`config.mk`:
```
export PLATFORM = sky130hd
export DESIGN_NAME = prs_sequencer
export DESIGN_NICKNAME = d
export VERILOG_FILES = /design/src/prs_pkg.sv /design/src/prs_sequencer.sv
export SDC_FILE = /design/constraint.sdc
export NUM_CORES = 2
export LEC_CHECK = 0
export BUFFER_PORTS_ARGS = -buffer_cell sky130_fd_sc_hd__buf_2
export CAP_MARGIN = 20
export CORE_AREA = 2 2 388 390
export DETAILED_ROUTE_END_ITERATION = 16
export DIE_AREA = 0 0 390 392
export GPL_TIMING_DRIVEN = 0
export MAX_ROUTING_LAYER = met4
export PLACE_DENSITY_LB_ADDON = 0.08
export SLEW_MARGIN = 20
export SYNTH_ARGS = -nofsm -noshare
export SYNTH_HDL_FRONTEND = slang
export SYNTH_SLANG_ARGS = --single-unit
```
`constraint.sdc`:
```
create_clock -name core_clk -period 72.5 [get_ports core_clk]
set_input_delay 14.5 -clock core_clk [delete_from_list [all_inputs] [get_ports core_clk]]
set_output_delay 14.5 -clock core_clk [all_outputs]
set_load 0.01 [all_outputs]
```
`src/prs_pkg.sv`:
```
/*
 * Constants, types and state encoding for the programmed run sequencer.
 * Assumes a single 50 MHz core clock and a crystal-accurate time base.
 */
// Overview of operation
// - Time-out set after group completes, held till reset
// - Start rise with group selected clears timer, runs
// - No start while timer reset held active
// - Runs only when run mode equals five
// - Several groups run ascending: one, two, three
// - Timer cleared between groups; time-out after last
// - Without battery, power loss clears, no auto resume
// - Restart needs start off then on; timer zeroed
// - With battery, timer keeps counting; missed points skipped
// - With battery, changed selection restarts from first point
// - With battery, no resume once time-out was raised
// - With battery, outage beyond limit stops resume
// - Points hold direction, frequency, time; three by ten
// - Timer reset or device reset zeroes timer, preset
// - Unit selection picks minutes:seconds or hours:minutes
package prs_pkg;

   // ************************************************************
   // Timing
   // ************************************************************
   localparam int unsigned CLK_PERIOD_NS = 20;
   localparam int unsigned SECOND_NS = 1_000_000_000;
   localparam int unsigned CYCLES_PER_SECOND = SECOND_NS / CLK_PERIOD_NS;
   localparam logic [5:0] SECONDS_PER_MINUTE = 6'h3C;
   localparam int unsigned OUTAGE_LIMIT_HOURS = 18;
   localparam int unsigned OUTAGE_LIMIT_DAYS = 30;
   localparam logic [16:0] OUTAGE_LIMIT_SEC_UNITS = 17'(OUTAGE_LIMIT_HOURS * 3600);
   localparam logic [16:0] OUTAGE_LIMIT_MIN_UNITS = 17'(OUTAGE_LIMIT_DAYS * 24 * 60);

   // ************************************************************
   // Sizes, codes and reset values
   // ************************************************************
   localparam int unsigned GROUPS = 3;
   localparam int unsigned POINTS_PER_GROUP = 10;
   localparam int unsigned POINT_COUNT = GROUPS * POINTS_PER_GROUP;
   localparam logic [3:0] RUN_MODE_PROGRAM = 4'h5;
   localparam int unsigned UNIT_MINUTE_BIT = 0;
   localparam logic [13:0] TIME_MAX = 14'h176F;
   localparam logic [13:0] TIME_RESET = 14'h0000;
   localparam logic [10:0] FREQ_RESET = 11'h000;

   typedef enum logic [1:0] {
      PRS_DIR_STOP = 2'h0,
      PRS_DIR_FWD = 2'h1,
      PRS_DIR_REV = 2'h2
   } prs_dir_t;

   typedef enum logic [1:0] {PRS_IDLE, PRS_RUN, PRS_DONE} prs_state_t;

   // One programmed point: time is a count of the selected unit
   typedef struct packed {
      logic valid;
      prs_dir_t dir;
      logic [10:0] freq;
      logic [13:0] start_time;
   } prs_point_t;

   // Point programming strobe with its address
   typedef struct packed {
      logic we;
      logic [1:0] group;
      logic [3:0] index;
      prs_point_t point;
   } prs_point_wr_t;

   // Drive command to the output stage
   typedef struct packed {
      prs_dir_t dir;
      logic [10:0] freq;
   } prs_drive_t;

endpackage

```
`src/prs_sequencer.sv`:
```
/*
 * Programmed run sequencer: reference time counter, three groups of ten
 * points, contact-input start logic and power-failure behaviour.
 * Assumes contact inputs are debounced and synchronous to core_clk, and
 * that core_clk keeps running from the backup supply while power_good is low.
 */
module prs_sequencer
   import prs_pkg::*;
#(
   parameter int unsigned CYCLES_PER_SEC = CYCLES_PER_SECOND
) (
   input wire logic core_clk,
   input wire logic rst,
   input wire logic group1_select_input,
   input wire logic group2_select_input,
   input wire logic group3_select_input,
   input wire logic program_start_input,
   input wire logic timer_reset_input,
   input wire logic [3:0] run_mode_selection,
   input wire logic [1:0] time_unit_selection,
   input wire logic preset_we,
   input wire logic [13:0] reference_time_preset,
   input wire prs_point_wr_t point_wr,
   input wire logic power_good,
   input wire logic battery_fitted,
   output logic time_out_output,
   output logic group1_active_output,
   output logic group2_active_output,
   output logic group3_active_output,
   output prs_drive_t drive,
   output logic [13:0] ref_time_monitor
);

   // ************************************************************
   // Declarations
   // ************************************************************
   localparam int CW = $clog2(CYCLES_PER_SEC);
   prs_point_t points [POINT_COUNT];
   prs_state_t state;
   logic [1:0] grp;
   logic [3:0] idx;
   logic [2:0] mask;
   logic [2:0] sel_saved;
   logic [13:0] ref_time;
   logic [13:0] preset;
   logic [CW-1:0] cyc;
   logic [5:0] sec_in_min;
   logic [16:0] outage;
   logic start_prev;
   logic treset_prev;
   logic power_prev;
   prs_drive_t applied;
   logic [2:0] sel;
   logic [2:0] rest;
   logic [4:0] addr;
   prs_point_t cur;
   logic unit_tick;
   logic minutes;
   logic trigger;
   logic grp_done;
   logic advance;
   logic loss_clear;
   logic restore;
   logic over_limit;
   logic reselect;

   // Lowest set group of a mask
   function automatic logic [1:0] first_grp(input logic [2:0] m);
      logic [1:0] g;
      g = 2'h2;
      if (m[1]) begin
         g = 2'h1;
      end
      if (m[0]) begin
         g = 2'h0;
      end
      return g;
   endfunction

   // ************************************************************
   // Point storage
   // ************************************************************
   // Each entry loads on a matching write strobe
   for (genvar i = 0; i < POINT_COUNT; i++) begin : g_pt
      always_ff @(posedge core_clk or posedge rst) begin
         if (rst) begin
            points[i] <= '0;
         end else if (point_wr.we && point_wr.index < 4'(POINTS_PER_GROUP) && point_wr.group < 2'(GROUPS)
                      && 5'({3'h0, point_wr.group} * 5'h0A) + {1'h0, point_wr.index} == 5'(i)) begin
            points[i] <= point_wr.point;
         end
      end
   end

   // ************************************************************
   // Decode of inputs and sequencing conditions
   // ************************************************************
   // Start edges, advance and power events
   always_comb begin
      sel = {group3_select_input, group2_select_input, group1_select_input};
      minutes = time_unit_selection[UNIT_MINUTE_BIT];
      addr = 5'({3'h0, grp} * 5'h0A) + {1'h0, idx};
      cur = (idx < 4'(POINTS_PER_GROUP)) ? points[addr] : '0;
      // Restart after a timer reset release lets a fed-back time-out repeat
      trigger = ((program_start_input && !start_prev)
                 || (program_start_input && treset_prev && !timer_reset_input))
                && sel != 3'h0 && !timer_reset_input
                && run_mode_selection == RUN_MODE_PROGRAM && power_good;
      grp_done = !cur.valid;
      rest = mask & ~((3'h2 << grp) - 3'h1);
      restore = power_good && !power_prev && battery_fitted;
      over_limit = outage > (minutes ? OUTAGE_LIMIT_MIN_UNITS : OUTAGE_LIMIT_SEC_UNITS);
      reselect = restore && state == PRS_RUN && !over_limit && sel != 3'h0 && sel != sel_saved;
      advance = (state == PRS_RUN && grp_done && rest != 3'h0) || reselect;
      loss_clear = !power_good && !battery_fitted;
   end

   // ************************************************************
   // Time base
   // ************************************************************
   // Seconds from the clock, minutes from seconds
   always_ff @(posedge core_clk or posedge rst) begin
      if (rst) begin
         cyc <= '0;
         sec_in_min <= 6'h00;
      end else if (cyc == CW'(CYCLES_PER_SEC - 1)) begin
         cyc <= '0;
         sec_in_min <= (sec_in_min == SECONDS_PER_MINUTE - 6'h01) ? 6'h00 : sec_in_min + 6'h01;
      end else begin
         cyc <= cyc + CW'(1);
      end
   end

   assign unit_tick = cyc == CW'(CYCLES_PER_SEC - 1)
                      && (!minutes || sec_in_min == SECONDS_PER_MINUTE - 6'h01);

   // ************************************************************
   // Reference time counter and preset
   // ************************************************************
   // Clear on reset, start or group change; keeps counting on battery
   always_ff @(posedge core_clk or posedge rst) begin
      if (rst) begin
         ref_time <= TIME_RESET;
         preset <= TIME_RESET;
      end else if (timer_reset_input || loss_clear) begin
         ref_time <= TIME_RESET;
         preset <= TIME_RESET;
      end else if (trigger) begin
         ref_time <= TIME_RESET;
         preset <= TIME_RESET;
      end else if (advance) begin
         ref_time <= TIME_RESET;
      end else if (preset_we) begin
         ref_time <= reference_time_preset;
         preset <= reference_time_preset;
      end else if (state == PRS_RUN && unit_tick && ref_time != TIME_MAX) begin
         ref_time <= ref_time + 14'h0001;
      end
   end

   // ************************************************************
   // Outage length and edge history
   // ************************************************************
   // Counts time units while power is down, saturating
   always_ff @(posedge core_clk or posedge rst) begin
      if (rst) begin
         outage <= 17'h00000;
      end else if (power_good) begin
         outage <= 17'h00000;
      end else if (unit_tick && outage != 17'h1FFFF) begin
         outage <= outage + 17'h00001;
      end
   end

   // Start history forced high during loss so a held start cannot resume
   always_ff @(posedge core_clk or posedge rst) begin
      if (rst) begin
         start_prev <= 1'b1;
         treset_prev <= 1'b0;
         power_prev <= 1'b1;
      end else begin
         start_prev <= program_start_input || !power_good;
         treset_prev <= timer_reset_input;
         power_prev <= power_good;
      end
   end

   // ************************************************************
   // Sequencer
   // ************************************************************
   // Steps points by time, walks groups, handles power events
   always_ff @(posedge core_clk or posedge rst) begin
      if (rst) begin
         state <= PRS_IDLE;
         grp <= 2'h0;
         idx <= 4'h0;
         mask <= 3'h0;
         sel_saved <= 3'h0;
         applied <= '0;
      end else if (timer_reset_input || loss_clear) begin
         state <= PRS_IDLE;
         idx <= 4'h0;
         applied <= '0;
      end else if (trigger) begin
         state <= PRS_RUN;
         mask <= sel;
         sel_saved <= sel;
         grp <= first_grp(sel);
         idx <= 4'h0;
         applied <= '0;
      end else if (restore && state == PRS_RUN && over_limit) begin
         state <= PRS_IDLE;
         applied <= '0;
      end else if (reselect) begin
         mask <= sel;
         sel_saved <= sel;
         grp <= first_grp(sel);
         idx <= 4'h0;
         applied <= '0;
      end else begin
         unique case (state)
            PRS_IDLE: begin
               applied <= '0;
            end
            PRS_RUN: begin
               if (grp_done) begin
                  applied <= '0;
                  if (rest != 3'h0) begin
                     grp <= first_grp(rest);
                     idx <= 4'h0;
                  end else begin
                     state <= PRS_DONE;
                  end
               end else if (ref_time >= cur.start_time) begin
                  // Passed points are stepped over while power is down
                  applied <= '{dir: cur.dir, freq: cur.freq};
                  idx <= idx + 4'h1;
               end
            end
            PRS_DONE: begin
               applied <= '0;
            end
         endcase
      end
   end

   // ************************************************************
   // Registered outputs
   // ************************************************************
   // Outputs other than ref_time_monitor released while power is down
   always_ff @(posedge core_clk or posedge rst) begin
      if (rst) begin
         time_out_output <= 1'b0;
         group1_active_output <= 1'b0;
         group2_active_output <= 1'b0;
         group3_active_output <= 1'b0;
         drive <= '0;
         ref_time_monitor <= TIME_RESET;
      end else begin
         time_out_output <= state == PRS_DONE && power_good;
         group1_active_output <= state == PRS_RUN && grp == 2'h0 && power_good;
         group2_active_output <= state == PRS_RUN && grp == 2'h1 && power_good;
         group3_active_output <= state == PRS_RUN && grp == 2'h2 && power_good;
         drive <= power_good ? applied : '0;
         ref_time_monitor <= ref_time;
      end
   end
endmodule

```
==> impl_metrics.py <==
metrics = {
    "outcome": {
        "status": "complete, no violations",
    },
    "logic_synthesis": {
        "synth_most_common_cell": "dfrtp_1",
        "synth-edff-count": 0,
        "synth_top_area_share_pct": 54.2,
        "syn-cell-area_um2": 44300,
        "synth_top_area_cell": "dfrtp_1",
        "ys_warn_count": 0,
        "synth_ff_type": "dfrtp_1",
        "synth.avg_cell_area_um2": 14.4,
        "synth_fp_nets": 3177,
        "async_reset_ff_share_pct": 100,
        "synth_commonest_cells": "dfrtp_1, mux2_2, mux4_2",
        "yosys_register_bits": 961,
        "synthCells": 3076,
        "synth_top_cells_by_area": "dfrtp_1, mux2_2, mux4_2",
        "synth_cell_type_count": 65,
        "ys_seq_area_share_pct": 54.3,
    },
    "cells_and_area": {
        "syn2layout_area_growth_pct": 16.4,
        "nNetsFinal": 3383,
        "regArea_um2": 24100,
        "final_area_um2": 51600,
        "multi_input_area_um2": 19200,
        "fillers": 14400,
        "drive_gt1_share_pct": 43.2,
    },
    "routing": {
        "via_per_inst": 5.10,
        "first_iter_violations": 1394,
        "drc": 0,
        "routed_wl_um": 141000,
        "vias": 27200,
        "ant_nets": 0,
        "drt-wirelength-per-cell_um": 26.3,
        "dr.pass1.iters": 5,
    },
    "clock_tree": {
        "ctsHoldBuffers": 0,
        "root_buffer": "clkbuf_16",
        "worstSkewPairLatency_ns": 0.73,
        "cts.sinks": 961,
        "cts_setup_buffers": 0,
        "cts_tree": "built",
        "clk_pin_slew_worst_paths_ns": 0.06,
        "cts_htree_levels": 3,
        "cts_inserted_buffers": 112,
        "ctsLongestPathBuffers": 3,
        "ctsResizeCount": 0,
    },
    "timing": {
        "setup_tns_ns": 0,
        "finalHoldViolCount": 0,
        "drv_slew": 0,
        "relSlewSlack_pct": 22.6,
        "worstMarginPinSlew_ns": 1.16,
        "period_share_pct": 24.2,
        "max_freq_ghz": 0.0570,
        "fin_crit_ns": 17.54,
        "finalSetupViolCount": 0,
        "rsz0062_at_grt": "no",
        "final.setup_skew_ns": 0.0341,
    },
    "power_and_ir_drop": {
        "power.total_w": 0.00157,
        "internal_power_w": 0.00116,
        "power.density_nw_per_um2": 30.4,
        "leakagePower_nw": 23.0,
        "p_sw_share_pct": 26.0,
        "seqPwrFrac_pct": 45.7,
        "pwr-share-comb_pct": 16.4,
        "power.switching_w": 0.000408,
        "clock_power_share_pct": 37.9,
        "irDropWorstVdd_v": 0.0000179,
    },
    "critical_path": {
        "start_kind": "input port",
        "crit_type": "input port to register",
        "critPathArrivalTime_ns": 18.14,
        "cp.required_ns": 73.10,
        "crit_fanout": 10,
        "worst_r2r_path_depth": 20,
        "regToRegSetupSlack_ns": 65.81,
        "end_kind": "register",
        "timing.rr.end": "applied[8]$_DFFE_PP0P_",
        "rr_startpoint": "grp[0]$_DFFE_PP0P_",
    },
    "global_route": {
        "gr-usage-all-layers_pct": 19.0,
        "antenna_found_initial": 12,
        "grt_max_degree": 111,
        "grt_pass1_wl_um": 207000,
        "grt_pass1_vias": 29400,
        "grt.overflow.total": 0,
    },
    "flow_run": {
        "drv_cap": 0,
    },
    "die": {
        "ioPinCount": 96,
        "num_rows": 142,
        "start_util_pct": 29.8,
        "coreArea_um2": 149000,
        "die_w_um": 390,
        "die_area_um2": 153000,
        "die_y_um": 392,
    },
    "place": {
        "gp_congestion": 0.831,
        "placed_area_um2": 47600,
        "io_buffers": 65,
        "dp_hpwl_um": 102000,
    },
    "hold_path": {
        "worst_hold_path_type": "register to register",
        "hold_depth": 1,
        "holdPathEnd": "cyc[0]$_DFF_PP0_",
        "min_from": "cyc[0]$_DFF_PP0_",
    },
}
state kept, by name, summed over array words and instances (netlist names), 6 cells and up:
register and count:
applied 13, sec_in_min 6, drive 13, outage 17, ref_time 14, ref_time_monitor 14
points 840, cyc 26
worst max-delay path: stages:
cell	delay, ns
buf_2	0.11
ha_1	0.18
inv_1	0.06
fa_1	0.47
clkbuf_1	0.45
nand3_1	0.36
nor2_2	0.77
clkbuf_1	0.80
mux2_2	0.43
metal layers:
metal	vias to the layer above	wire length (µm)	global-route usage (%)
li1	11700	-	-
met1	14700	65400	25.7
met2	548	65600	29.6
met3	224	5360	2.74
met4	0	4240	6.22
met5	-	0	-
power by group through the flow:
| stage | Combinational, W | Clock [W] | Sequential (W) |
|---|---|---|---|
| final | 0.000257 | 0.000595 | 0.000718 |
| after global routing | 0.000280 | 0.000637 | 0.000731 |
| after CTS | 0.000261 | 0.000613 | 0.000717 |
| after detailed placement | 0.000260 | 0 | 0.000726 |
| after global placement | 0.000247 | 0 | 0.000720 |
| after floorplan | 0.000195 | 0 | 0.000706 |
cells by family (layout without fill, tap and decap cells):
family / after synthesis / in the layout / share of synthesized area (%)
xor+xnor: 47 / 47 / 0.929
buf+inv: 261 / 558 / 2.40
flops: 961 / 961 / 54.3
simple gates: 444 / 444 / 4.74
other cells: 0 / 19 / 0
fa+ha+maj: 36 / 36 / 1.05
compound gates: 228 / 228 / 3.06
mux: 1099 / 1099 / 33.5
area by class of cell:
class	count	area share [%]
clock buffer	165	6.60
timing repair buffer	92	1.55
multi-input combinational	1854	37.3
sequential	961	46.6
antenna	19	0.0922
clock inverter	40	0.956
tap	1944	4.72
inverter	19	0.153
buffer	242	1.96
cells in the final DEF, fill, tap and decap left out, types with 11 or more instances in the layout:
cell type / Yosys / final
nor3_1: 20 / 20
nand3_1: 31 / 31
mux2i_1: 30 / 30
buf_2: 53 / 125
clkinv_2: 0 / 23
dfrtp_1: 959 / 959
xnor2_1: 21 / 21
and2_1: 20 / 20
nand4_1: 17 / 17
buf_6: 2 / 11
mux4_2: 223 / 223
nor4_1: 12 / 11
nand2_1: 203 / 203
nor2_1: 75 / 60
inv_1: 19 / 18
mux2_2: 846 / 846
nor2_2: 0 / 15
a21oi_1: 83 / 83
clkbuf_1: 169 / 175
xor2_1: 26 / 26
clkbuf_8: 0 / 36
o21ai_0: 79 / 79
diode_2: 0 / 19
buf_1: 17 / 11
nand2b_1: 12 / 12
ha_1: 34 / 34
a22o_1: 18 / 18
clkbuf_16: 0 / 114
worst max path at each step:
| stage | startpoint | end | cells past startpoint |
|---|---|---|---|
| global route | point_wr[32] | points[733]$_DFFE_PP0P_ | 9 |
| detailed placement | point_wr[32] | points[728]$_DFFE_PP0P_ | 9 |
| finish | point_wr[32] | points[785]$_DFFE_PP0P_ | 9 |
| CTS | point_wr[32] | points[728]$_DFFE_PP0P_ | 9 |
| global placement | rst | points[513]$_DFFE_PP0P_ | 2 |
| floorplan | rst | applied[0]$_DFFE_PP0P_ | 1 |
metrics by stage:
| stage | std cells | hold slack, ns | setup slack [ns] | util, % |
|---|---|---|---|---|
| final | 5336 | 0.454 | 54.96 | 34.6 |
| after global routing | 5326 | 0.502 | 54.85 | 34.6 |
| after global placement | 5085 | 0.437 | 21.08 | 31.6 |
| after CTS | 5317 | 0.460 | 55.04 | 34.6 |
| after floorplan | 3076 | 0.424 | 30.97 | - |
| after detailed placement | 5112 | 0.452 | 54.24 | 32.0 |
Note: power is estimated with default switching activity, not from simulation.
